===== src/logic/csd_pkg.sv =====
/*
  Shared constants and types for the clock select and decimation filter block:
  register map, field positions, reset values, clock and decimation figures.
  Assumes the master clock sources arrive as levels sampled on the system clock.
*/
`default_nettype none

package csd_pkg;

  // ==========================================================================
  // register map
  localparam logic [7:0] STATUS_OFS = 8'h00;
  localparam logic [7:0] MODE_OFS = 8'h01;
  localparam logic [7:0] CHAN_OFS_BASE = 8'h10;
  localparam logic [7:0] FCFG_OFS_BASE = 8'h28;
  localparam int NUM_CH = 4;
  localparam int NUM_SETUP = 4;

  // ==========================================================================
  // reset values
  localparam logic [15:0] MODE_RST = 16'h8000;
  localparam logic [15:0] CHAN0_RST = 16'h8000;
  localparam logic [15:0] CHANX_RST = 16'h0000;
  localparam logic [15:0] FCFG_RST = 16'h0000;

  // ==========================================================================
  // field positions
  localparam int CLKSEL_LSB = 2;
  localparam int CHAN_EN_POS = 15;
  localparam int CHAN_SETUP_LSB = 12;
  localparam int FCFG_MAP_POS = 15;
  localparam int FCFG_TYPE_LSB = 5;
  localparam int FCFG_ODR_LSB = 0;
  localparam int STAT_CHAN_LSB = 0;
  localparam int STAT_FULL_POS = 2;
  localparam int STAT_SETTLE_POS = 3;
  localparam int STAT_SRC_LSB = 4;
  localparam int STAT_VALID_POS = 6;
  localparam int RES_LSB = 24;

  // ==========================================================================
  // clock and decimation figures
  localparam int MCLK_NOM_HZ = 16_000_000;
  localparam int MOD_HZ = MCLK_NOM_HZ / 2;
  localparam int SINC5_ODR_SPS = 10_000;
  localparam int SINC5_DEC = MOD_HZ / SINC5_ODR_SPS;
  localparam int MAP_MULT = 32;
  localparam int SINC3_SETTLE_PERIODS = 3;
  localparam logic [1:0] SINC3_DISCARD = 2'(SINC3_SETTLE_PERIODS - 1);
  localparam logic [9:0] ENH_SINC1_COUNT = 10'd500;
  localparam int CNT_W = 21;
  localparam int ACC_W = 64;

  // ==========================================================================
  // types
  typedef enum logic [1:0] {
    CSD_SRC_INT_OSC,
    CSD_SRC_INT_OSC_OUT,
    CSD_SRC_EXT_CLK,
    CSD_SRC_CRYSTAL
  } csd_src_t;

  typedef enum logic [1:0] {
    CSD_FT_SINC5_SINC1,
    CSD_FT_ENH_A,
    CSD_FT_ENH_B,
    CSD_FT_SINC3
  } csd_ftype_t;

  typedef struct packed {
    logic [1:0] chan;
    logic [31:0] value;
  } csd_result_t;

  // sinc5 results averaged by sinc1 per output word
  function automatic logic [9:0] odr_count(input logic [4:0] code);
    logic [9:0] n;
    n = ENH_SINC1_COUNT;
    unique case (code)
      5'h00: n = 10'd1;
      5'h01: n = 10'd2;
      5'h02: n = 10'd4;
      5'h03: n = 10'd10;
      5'h04: n = 10'd20;
      5'h05: n = 10'd50;
      5'h06: n = 10'd100;
      5'h07: n = 10'd167;
      5'h08: n = 10'd200;
      default: n = ENH_SINC1_COUNT;
    endcase
    return n;
  endfunction : odr_count

endpackage : csd_pkg

`default_nettype wire


===== src/logic/csd_cic.sv =====
/*
  Cascaded integrator-comb decimator of selectable order.
  Assumes the caller gives one sample strobe per modulator tick and a dump
  strobe at each decimation point.
*/
`default_nettype none

module csd_cic #(
  parameter int ORDER = 3
) (
  input wire logic clk_i,
  input wire logic rst_n_i,
  input wire logic ce_i,
  input wire logic clr_i,
  input wire logic smp_vld_i,
  input wire logic smp_bit_i,
  input wire logic dump_i,
  output logic [csd_pkg::ACC_W-1:0] value_o
);

  typedef struct packed {
    logic [ORDER-1:0][csd_pkg::ACC_W-1:0] integ;
    logic [ORDER-1:0][csd_pkg::ACC_W-1:0] dly;
  } csd_cic_state_t;

  csd_cic_state_t st_r;
  csd_cic_state_t st_nxt;

  // ==========================================================================
  // integrators and combs
  always_comb
  begin
    logic [csd_pkg::ACC_W-1:0] stage;
    logic [csd_pkg::ACC_W-1:0] smp;
    st_nxt = st_r;
    stage = st_r.integ[ORDER-1];
    smp = smp_bit_i ? 64'h0000_0000_0000_0001 : 64'hFFFF_FFFF_FFFF_FFFF;
    for (int k = 0; k < ORDER; k++)
    begin
      if (dump_i)
      begin
        st_nxt.dly[k] = stage;
      end
      stage = stage - st_r.dly[k];
    end
    value_o = stage;
    if (smp_vld_i)
    begin
      st_nxt.integ[0] = st_r.integ[0] + smp;
      for (int k = 1; k < ORDER; k++)
      begin
        st_nxt.integ[k] = st_r.integ[k] + st_r.integ[k-1];
      end
    end
    if (clr_i)
    begin
      st_nxt = '0;
    end
  end

  always_ff @(posedge clk_i)
  begin
    if (!rst_n_i)
    begin
      st_r <= '0;
    end
    else if (ce_i)
    begin
      st_r <= st_nxt;
    end
  end

endmodule : csd_cic

`default_nettype wire


===== src/logic/csd_top.sv =====
/*
  Master clock source selection, modulator clocking and decimation control:
  sinc5+sinc1 and sinc3 paths, per-setup filter config, channel sequencing,
  two-entry output buffer and a plain register port.
  Assumes all inputs are synchronous to REF_CLK_I; clock sources arrive as
  sampled levels and the modulator bit stream on MOD_BIT_I.
*/
// Implementation choices: the address-and-strobe port and the placing of the registers.
// Summary of operation
// - all rates derived from 16 MHz master
// - mode bits 3:2 select clock source
// - reset selects internal oscillator
// - slower master clock scales rates proportionally
// - option drives oscillator out on clock pin
// - external clock mode makes pin input
// - filter types sinc5+sinc1, sinc3, enhanced
// - filter taken from channel's assigned setup
// - sinc5 at 10 kSPS, sinc1 decimates further
// - sinc5+sinc1 settles in one period
// - sinc3 settles in three output periods
// - map bit programs sinc3 decimation directly
// - mapped rate is modulator over 32 times value
// - modulator runs at half master clock
// - mode register 0x01, reset 0x8000
`default_nettype none

module csd_top (
  input wire logic REF_CLK_I,
  input wire logic RESET_N_I,
  input wire logic CLK_EN_I,
  input wire logic [7:0] REG_ADDR_I,
  input wire logic [15:0] REG_WDATA_I,
  input wire logic REG_WR_I,
  input wire logic REG_RD_I,
  output logic [15:0] REG_RDATA_O,
  input wire logic INT_OSC_I,
  input wire logic CRYSTAL_IN_PIN_I,
  input wire logic CRYSTAL_OUT_CLOCK_IO_PIN_I,
  output logic CRYSTAL_OUT_CLOCK_IO_PIN_O,
  output logic CRYSTAL_OUT_CLOCK_IO_PIN_OE_N_O,
  input wire logic MOD_BIT_I,
  output csd_pkg::csd_result_t DATA_O,
  output logic DATA_VALID_O,
  input wire logic DATA_READY_I
);

  typedef struct packed {
    logic [15:0] mode;
    logic [csd_pkg::NUM_CH-1:0][15:0] chan_cfg;
    logic [csd_pkg::NUM_SETUP-1:0][15:0] fcfg;
    logic [15:0] rdata;
    logic src_prev;
    logic mclk_div;
    logic pin_o;
    logic pin_oe_n;
    logic [csd_pkg::CNT_W-1:0] modcnt;
    logic [9:0] s1cnt;
    logic [csd_pkg::ACC_W-1:0] s1acc;
    logic [1:0] res_cnt;
    logic [1:0] chan;
    logic [1:0][33:0] fifo;
    logic wr_idx;
    logic rd_idx;
    logic [1:0] level;
  } csd_state_t;

  csd_state_t st_r;
  csd_state_t st_nxt;
  logic [csd_pkg::ACC_W-1:0] s5_value;
  logic [csd_pkg::ACC_W-1:0] s3_value;
  logic mod_tick;
  logic adv;
  logic s5_dump;
  logic s3_dump;
  logic chan_clr;

  // ==========================================================================
  // helpers
  function automatic logic [csd_pkg::CNT_W-1:0] sinc3_ticks(input logic [15:0] f);
    logic [csd_pkg::CNT_W-1:0] t;
    logic [14:0] n;
    n = (f[14:0] == 15'h0000) ? 15'h0001 : f[14:0];
    // rate = modulator / (32 x value)
    if (f[csd_pkg::FCFG_MAP_POS])
    begin
      t = csd_pkg::CNT_W'(csd_pkg::MAP_MULT) * csd_pkg::CNT_W'(n);
    end
    else
    begin
      t = csd_pkg::CNT_W'(csd_pkg::SINC5_DEC)
        * csd_pkg::CNT_W'(csd_pkg::odr_count(f[csd_pkg::FCFG_ODR_LSB +: 5]));
    end
    return t;
  endfunction : sinc3_ticks

  function automatic logic [1:0] next_chan(input logic [3:0] en, input logic [1:0] cur);
    logic [1:0] n;
    logic found;
    n = cur;
    found = 1'b0;
    for (int k = 1; k <= csd_pkg::NUM_CH; k++)
    begin
      if (!found && en[2'(cur + 2'(k))])
      begin
        n = 2'(cur + 2'(k));
        found = 1'b1;
      end
    end
    return n;
  endfunction : next_chan

  // ==========================================================================
  // filter paths
  csd_cic #(
    .ORDER(5)
  ) u_sinc5 (
    .clk_i(REF_CLK_I),
    .rst_n_i(RESET_N_I),
    .ce_i(CLK_EN_I),
    .clr_i(chan_clr),
    .smp_vld_i(adv),
    .smp_bit_i(MOD_BIT_I),
    .dump_i(s5_dump),
    .value_o(s5_value)
  );

  csd_cic #(
    .ORDER(3)
  ) u_sinc3 (
    .clk_i(REF_CLK_I),
    .rst_n_i(RESET_N_I),
    .ce_i(CLK_EN_I),
    .clr_i(chan_clr),
    .smp_vld_i(adv),
    .smp_bit_i(MOD_BIT_I),
    .dump_i(s3_dump),
    .value_o(s3_value)
  );

  // ==========================================================================
  // next state
  always_comb
  begin
    logic [1:0] setup;
    logic [15:0] f;
    logic use_s3;
    logic [9:0] s1_target;
    logic [csd_pkg::CNT_W-1:0] last_tick;
    csd_pkg::csd_src_t src;
    logic src_lvl;
    logic mclk_tick;
    logic period_end;
    logic push;
    logic pop;
    logic [3:0] en;
    logic [1:0] nch;
    logic [csd_pkg::ACC_W-1:0] res;
    st_nxt = st_r;
    src_lvl = 1'b0;
    st_nxt.rdata = 16'h0000;
    push = 1'b0;
    res = '0;
    chan_clr = 1'b0;
    for (int k = 0; k < csd_pkg::NUM_CH; k++)
    begin
      en[k] = st_r.chan_cfg[k][csd_pkg::CHAN_EN_POS];
    end
    // setup assigned to the active channel
    setup = st_r.chan_cfg[st_r.chan][csd_pkg::CHAN_SETUP_LSB +: 2];
    f = st_r.fcfg[setup];
    // map bit forces sinc3, ignores other options
    use_s3 = f[csd_pkg::FCFG_MAP_POS]
      | (f[csd_pkg::FCFG_TYPE_LSB +: 2] == csd_pkg::CSD_FT_SINC3);
    s1_target = (f[csd_pkg::FCFG_TYPE_LSB +: 2] == csd_pkg::CSD_FT_SINC5_SINC1)
      ? csd_pkg::odr_count(f[csd_pkg::FCFG_ODR_LSB +: 5]) : csd_pkg::ENH_SINC1_COUNT;
    last_tick = use_s3 ? sinc3_ticks(f) - 21'h000001
      : csd_pkg::CNT_W'(csd_pkg::SINC5_DEC - 1);
    src = csd_pkg::csd_src_t'(st_r.mode[csd_pkg::CLKSEL_LSB +: 2]);
    unique case (src)
      csd_pkg::CSD_SRC_INT_OSC: src_lvl = INT_OSC_I;
      csd_pkg::CSD_SRC_INT_OSC_OUT: src_lvl = INT_OSC_I;
      csd_pkg::CSD_SRC_EXT_CLK: src_lvl = CRYSTAL_OUT_CLOCK_IO_PIN_I;
      csd_pkg::CSD_SRC_CRYSTAL: src_lvl = CRYSTAL_IN_PIN_I;
    endcase
    // every count runs on modulator ticks, every second master tick
    mclk_tick = src_lvl & ~st_r.src_prev;
    st_nxt.src_prev = src_lvl;
    if (mclk_tick)
    begin
      st_nxt.mclk_div = ~st_r.mclk_div;
    end
    mod_tick = mclk_tick & st_r.mclk_div;
    st_nxt.pin_o = (src == csd_pkg::CSD_SRC_INT_OSC_OUT) & INT_OSC_I;
    st_nxt.pin_oe_n = (src != csd_pkg::CSD_SRC_INT_OSC_OUT);

    // stall conversion while the buffer is full
    adv = mod_tick & (st_r.level != 2'd2) & (en != 4'h0);
    period_end = adv & (st_r.modcnt == last_tick);
    s5_dump = period_end & ~use_s3;
    s3_dump = period_end & use_s3;
    if (adv)
    begin
      st_nxt.modcnt = period_end ? '0 : st_r.modcnt + 21'h000001;
    end

    // one sinc1 period gives settled data
    if (s5_dump)
    begin
      if (st_r.s1cnt >= s1_target - 10'd1)
      begin
        push = 1'b1;
        res = st_r.s1acc + s5_value;
        st_nxt.s1acc = '0;
        st_nxt.s1cnt = 10'd0;
      end
      else
      begin
        st_nxt.s1acc = st_r.s1acc + s5_value;
        st_nxt.s1cnt = st_r.s1cnt + 10'd1;
      end
    end
    // drop results until three periods in
    if (s3_dump)
    begin
      if (st_r.res_cnt < csd_pkg::SINC3_DISCARD)
      begin
        st_nxt.res_cnt = st_r.res_cnt + 2'd1;
      end
      else
      begin
        push = 1'b1;
        res = s3_value;
      end
    end

    // two-entry output buffer
    pop = DATA_READY_I & (st_r.level != 2'd0);
    if (push)
    begin
      st_nxt.fifo[st_r.wr_idx] = {st_r.chan, res[csd_pkg::RES_LSB +: 32]};
      st_nxt.wr_idx = ~st_r.wr_idx;
    end
    if (pop)
    begin
      st_nxt.rd_idx = ~st_r.rd_idx;
    end
    st_nxt.level = st_r.level + 2'(push) - 2'(pop);

    // sequence to the next enabled channel after each word
    nch = next_chan(en, st_r.chan);
    if ((push && nch != st_r.chan) || !en[st_r.chan])
    begin
      st_nxt.chan = nch;
      chan_clr = 1'b1;
      st_nxt.modcnt = '0;
      st_nxt.s1cnt = 10'd0;
      st_nxt.s1acc = '0;
      st_nxt.res_cnt = 2'd0;
    end

    // register port
    if (REG_WR_I)
    begin
      if (REG_ADDR_I == csd_pkg::MODE_OFS)
      begin
        st_nxt.mode = REG_WDATA_I;
      end
      for (int k = 0; k < csd_pkg::NUM_CH; k++)
      begin
        if (REG_ADDR_I == csd_pkg::CHAN_OFS_BASE + 8'(k))
        begin
          st_nxt.chan_cfg[k] = REG_WDATA_I;
        end
        if (REG_ADDR_I == csd_pkg::FCFG_OFS_BASE + 8'(k))
        begin
          st_nxt.fcfg[k] = REG_WDATA_I;
        end
      end
    end
    if (REG_RD_I)
    begin
      if (REG_ADDR_I == csd_pkg::STATUS_OFS)
      begin
        st_nxt.rdata[csd_pkg::STAT_CHAN_LSB +: 2] = st_r.chan;
        st_nxt.rdata[csd_pkg::STAT_FULL_POS] = (st_r.level == 2'd2);
        st_nxt.rdata[csd_pkg::STAT_SETTLE_POS] = use_s3
          & (st_r.res_cnt < csd_pkg::SINC3_DISCARD);
        st_nxt.rdata[csd_pkg::STAT_SRC_LSB +: 2] = src;
        st_nxt.rdata[csd_pkg::STAT_VALID_POS] = (st_r.level != 2'd0);
      end
      if (REG_ADDR_I == csd_pkg::MODE_OFS)
      begin
        st_nxt.rdata = st_r.mode;
      end
      for (int k = 0; k < csd_pkg::NUM_CH; k++)
      begin
        if (REG_ADDR_I == csd_pkg::CHAN_OFS_BASE + 8'(k))
        begin
          st_nxt.rdata = st_r.chan_cfg[k];
        end
        if (REG_ADDR_I == csd_pkg::FCFG_OFS_BASE + 8'(k))
        begin
          st_nxt.rdata = st_r.fcfg[k];
        end
      end
    end
  end

  // ==========================================================================
  // state register
  always_ff @(posedge REF_CLK_I)
  begin
    if (!RESET_N_I)
    begin
      st_r <= '0;
      st_r.mode <= csd_pkg::MODE_RST;
      st_r.chan_cfg <= {csd_pkg::CHANX_RST, csd_pkg::CHANX_RST, csd_pkg::CHANX_RST,
                        csd_pkg::CHAN0_RST};
      st_r.fcfg <= {4{csd_pkg::FCFG_RST}};
      st_r.pin_oe_n <= 1'b1;
    end
    else if (CLK_EN_I)
    begin
      st_r <= st_nxt;
    end
  end

  // ==========================================================================
  // outputs
  assign REG_RDATA_O = st_r.rdata;
  assign CRYSTAL_OUT_CLOCK_IO_PIN_O = st_r.pin_o;
  assign CRYSTAL_OUT_CLOCK_IO_PIN_OE_N_O = st_r.pin_oe_n;
  assign DATA_O = csd_pkg::csd_result_t'(st_r.fifo[st_r.rd_idx]);
  assign DATA_VALID_O = (st_r.level != 2'd0) & CLK_EN_I;

endmodule : csd_top

`default_nettype wire


===== config.mk =====
export PLATFORM = sky130hd
export DESIGN_NAME = csd_top
export DESIGN_NICKNAME = d
export VERILOG_FILES = /design/src/logic/csd_pkg.sv /design/src/logic/csd_cic.sv /design/src/logic/csd_top.sv
export SDC_FILE = /design/constraint.sdc
export NUM_CORES = 2
export LEC_CHECK = 0
export BUFFER_PORTS_ARGS = -buffer_cell sky130_fd_sc_hd__buf_2
export CAP_MARGIN = 30
export CORE_ASPECT_RATIO = 0.5
export CORE_MARGIN = 3
export CORE_UTILIZATION = 52
export CTS_CLUSTER_DIAMETER = 40
export CTS_CLUSTER_SIZE = 16
export DETAILED_ROUTE_END_ITERATION = 10
export MAX_ROUTING_LAYER = met4
export PLACE_DENSITY = 0.75
export RECOVER_POWER = 50
export SLEW_MARGIN = 20
export SYNTH_ARGS = -nofsm -noshare
export SYNTH_HDL_FRONTEND = slang
export SYNTH_SLANG_ARGS = --single-unit

===== constraint.sdc =====
create_clock -name REF_CLK_I -period 10.55 [get_ports REF_CLK_I]
set_input_delay 1.055 -clock REF_CLK_I [delete_from_list [all_inputs] [get_ports REF_CLK_I]]
set_output_delay 1.055 -clock REF_CLK_I [all_outputs]
set_load 0.01 [all_outputs]

==> results list <==
- In this run the tool buffered the top-level ports with 86 buffer cells.
* Worst reg2reg path startpoint: u_sinc5.st_r[1]
- Htree depth: 4
- RSZ-0062 raised after global routing: true
- Syn Nets: 12000
* # fillers: 14600
* Peak VDD IR: 0.127 mV
- For this run, the register share of the synthesized area comes to 27.5%.
- Across all register-to-register paths, the minimum setup slack is -890 ps.
- Slowest Stage Delay on Critical Path: 490 ps
- Final instance area: between 100000 and 150000 um^2
- Initial drt markers: 7559
- CTS buffer count: approximately 150
* # nets final: 12400
- Headroom to the max-slew limit came out at -155%.
* Failing checks: max-capacitance violations, max-slew violations, negative setup slack
* Crit path max fanout: 4
- The critical path is of the flop to flop type.
* Total global-route track usage: 27.7%
* YS warnings: 0
- The post-route netlist has 11.5% of its cells at a drive strength greater than 1.
- Of all flip-flops after synthesis, the portion carrying an async set or reset was 0%.
- Max frequency: about 87 MHz
* CP arrival: between 10000 and 15000 ps
- In the routed design, unresolved DRC markers number 0.
- Horizontal die dimension: 592 um
- The final critical path takes up 108% of the cycle.
- Root Buffer Master: clkbuf_16
* Most frequently used flop master after synthesis: dfxtp_1
- Each instance of the synthesized netlist takes up on average between 8 and 9 um^2.
- The max-slew violation count was 376.
- Count of flip-flops with a built-in enable after synthesis: 0
- Leading cell type in the layout, fill and taps excluded: dfxtp_1
* Slew @ Worst Pin: 3830 ps
- Clock edge transition at the registers on the reported setup and hold paths: 70 ps
* TritonCTS clock tree: built
* Clock Path Buffers: 4
- Subtracting the final worst setup slack from the clock period gives ~11000 ps.
- Post-Synthesis Cell Area: 89200 um^2
- Run status: finished with violations
- Number of global-route vias before repair: 77100
- The synthesized netlist contains 99 unique library cells.
- The die covers 177000 um^2.
- The clock net in this run drives a total of ~1200 sinks.
- Placeable core region: 169000 um^2
- Post-Route WL: about 250000 um
- The number of cells on the worst reg-to-reg path is 62.
- Setup violations remaining at the end of the flow were counted as 59.
- The initial antenna violation count is 2.
* Top Ports: 87
- Critical Path Sink: st_r[32]
* Num rows: about 110
* Final setup skew: 71.9 ps
- The tool flagged a number of max-cap violations equal to 8.
- Final design utilization: 60.3%
* Count of vias placed by the detailed router: 82400
- Global-route wire length before repair: approximately 400000 um
- The critical path starts at u_sinc5.st_r[1].
- The number of hold violations in the final report was 0.
- Crit Reg-Reg Endpoint: st_r[32]
- Relative to the synthesized area, the layout overhead comes to 14.0%.
- For the worst setup path, the data required time is 11220 ps.
- Leakage power: roughly 46 nW
- STA classifies the critical path endpoint as a flop.
- The pre-antenna-repair detailed-routing pass consisted of 9 iterations.
* Initial standard-cell utilization of the core: 52.9%
* Clock network latency to the later pin of the worst-skew pair: 810 ps
* Cells after synthesis: around 11000
- In this run the remaining antenna-violating nets after routing total 0.
- Total half-perimeter wirelength after legalization and detailed placement: approximately 180000 um
* Pin count of the biggest net entering global routing: approximately 170
- Cell at the slowest stage of the critical path: fa_1
* Yosys reg bits: ~1200
- In this design, the critical path's most frequently occurring cell is a21o_1.
- The floorplan step set the die height to 299 um.
- Final Worst Setup Slack: -885 ps
- Startpoint type of the worst setup path: flop
- After global routing the overflow that remains totals 0.
- Area after DPL: 95100 um^2
- After detailed routing, the average wire length per cell comes to 18.0 um.
* Commonest cells after routing, fill and taps aside: 1220 x dfxtp_1, 1115 x nor2_1, 952 x a21oi_1
* Worst min path class: flop to flop
- Ratio of routed vias to standard cells: 5.98
- At the end of routability-driven placement, the weighted congestion stood at between 0.9 and 1.
- For this design the ratio of total power to cell area is between 100 and 150 nW/um^2.
## layer usage
layer / track usage, % / routed length, um / vias up
met3: 3.69 / 17100 / 383
met4: 7.74 / 7190 / 0
met1: 38.1 / 115000 / 39200
li1: - / - / 40400
met2: 42.5 / 108000 / 2398
met5: - / 0 / -
## how the worst min path moves through the flow
stage	start	to	slack, ps	depth (start not counted)
floorplan	st_r[126]	st_r[126]	430	2
global placement	st_r[70]	st_r[70]	430	2
detailed placement	st_r[314]	st_r[314]	450	2
CTS	st_r[290]	st_r[290]	460	2
global route	st_r[285]	st_r[285]	470	2
finish	st_r[70]	st_r[70]	460	2
## critical path, delay by kind of cell (launching register included)
kind | cells | cell delay (ps)
AOI/OAI and AO/OA | 36 | 6610
adders and majority gates | 6 | 1740
and+or+nand+nor | 11 | 1610
xor gates and xnor gates | 5 | 620
buffers and inverters | 4 | 350
DFF | 1 | 340
## timing repair
action | in CTS | in global routing
gates resized for setup | 133 | 144
hold buffers | 0 | 0
setup buffers | 50 | 30
endpoints found under the setup margin | 70 | 93
pin swaps | 132 | 111
## sequential cells by signal, summed over array words and instances (netlist names)
| signal | flops |
|---|---|
| u_sinc5.st_r | 560 |
| st_r | 309 |
| CRYSTAL_OUT_CLOCK_IO_PIN_OE_N_O | 1 |
| CRYSTAL_OUT_CLOCK_IO_PIN_O | 1 |
| REG_RDATA_O | 16 |
| u_sinc3.st_r | 336 |
## logic make-up (layout without fill, tap and decap cells)
group / after synthesis / after routing / share of synthesized area [%]
multiplexers: 98 / 98 / 1.65
flip-flops: 1223 / 1223 / 27.5
other: 1 / 2 / 0.00420
XOR/XNOR: 787 / 787 / 7.74
buffers and inverters: 1195 / 1747 / 5.74
adder cells (fa/ha/maj): 1000 / 1000 / 14.6
AO/OA/AOI/OAI: 3716 / 3716 / 27.8
AND/OR/NAND/NOR: 2939 / 2939 / 15.0
## cell usage after synthesis (32+ instances only)
| library cell | n | area [um^2] |
|---|---|---|
| xor2_1 | 251 | 2200 |
| a22oi_1 | 557 | 4180 |
| nand3_1 | 212 | 1060 |
| o21a_1 | 121 | 908 |
| mux2_2 | 44 | 495 |
| clkbuf_1 | 302 | 1130 |
| buf_6 | 66 | 743 |
| a21o_1 | 509 | 3820 |
| o21ai_0 | 475 | 2380 |
| nand2b_1 | 138 | 863 |
| a22o_1 | 271 | 2370 |
| a31oi_1 | 81 | 507 |
| nand4_1 | 60 | 375 |
| and2_1 | 51 | 319 |
| nor3_1 | 105 | 526 |
| o21ai_1 | 39 | 195 |
| nor2_1 | 1125 | 4220 |
| buf_2 | 48 | 240 |
| ha_1 | 927 | 11600 |
| mux4_2 | 35 | 788 |
| o31ai_1 | 50 | 375 |
| xnor2_1 | 535 | 4690 |
| or2_2 | 32 | 200 |
| a21oi_1 | 1011 | 5060 |
| nand2_1 | 823 | 3090 |
| inv_1 | 737 | 2770 |
| nor2b_1 | 114 | 713 |
| dfxtp_1 | 1223 | 24500 |
| fa_1 | 73 | 1460 |
| o21bai_1 | 146 | 1100 |
| and3_1 | 115 | 719 |
| a211oi_1 | 96 | 721 |
| or3_1 | 48 | 300 |
## power breakdown
group	leakage [nW]	internal (mW)	switching [mW]	total [mW]
Sequential	9.85	4.63	0.0103	4.64
Clock	2.33	2.97	2.23	5.20
Combinational	33.6	0.356	0.583	0.939
Total	45.8	7.95	2.83	10.8
## per-stage QoR
stage	hold WS [ps]	cells	power (mW)	setup TNS [ps]	setup WS, ps
final	456	13800	10.8	-28060	-885
after global routing	469	13800	11.1	-234790	-1470
after CTS	456	13800	10.8	-10920	-526
after detailed placement	447	13500	5.55	-28640	-890
after global placement	434	13500	5.54	-15290	-682
after floorplan	425	11000	5.29	-912	-239
## cell type report
class                           count  area (um^2)  area share (%)
Clock buffer                      167         3910            3.84
Antenna cell                        1         2.50         0.00246
Tap cell                         2268         2840            2.79
Inverter                          737         2780            2.73
Timing Repair Buffer              760         5680            5.58
Clock inverter                     83          938           0.923
Multi-Input combinational cell   8541        61000            60.0
Sequential cell                  1223        24500            24.1
(Power assumes the default switching activity.)
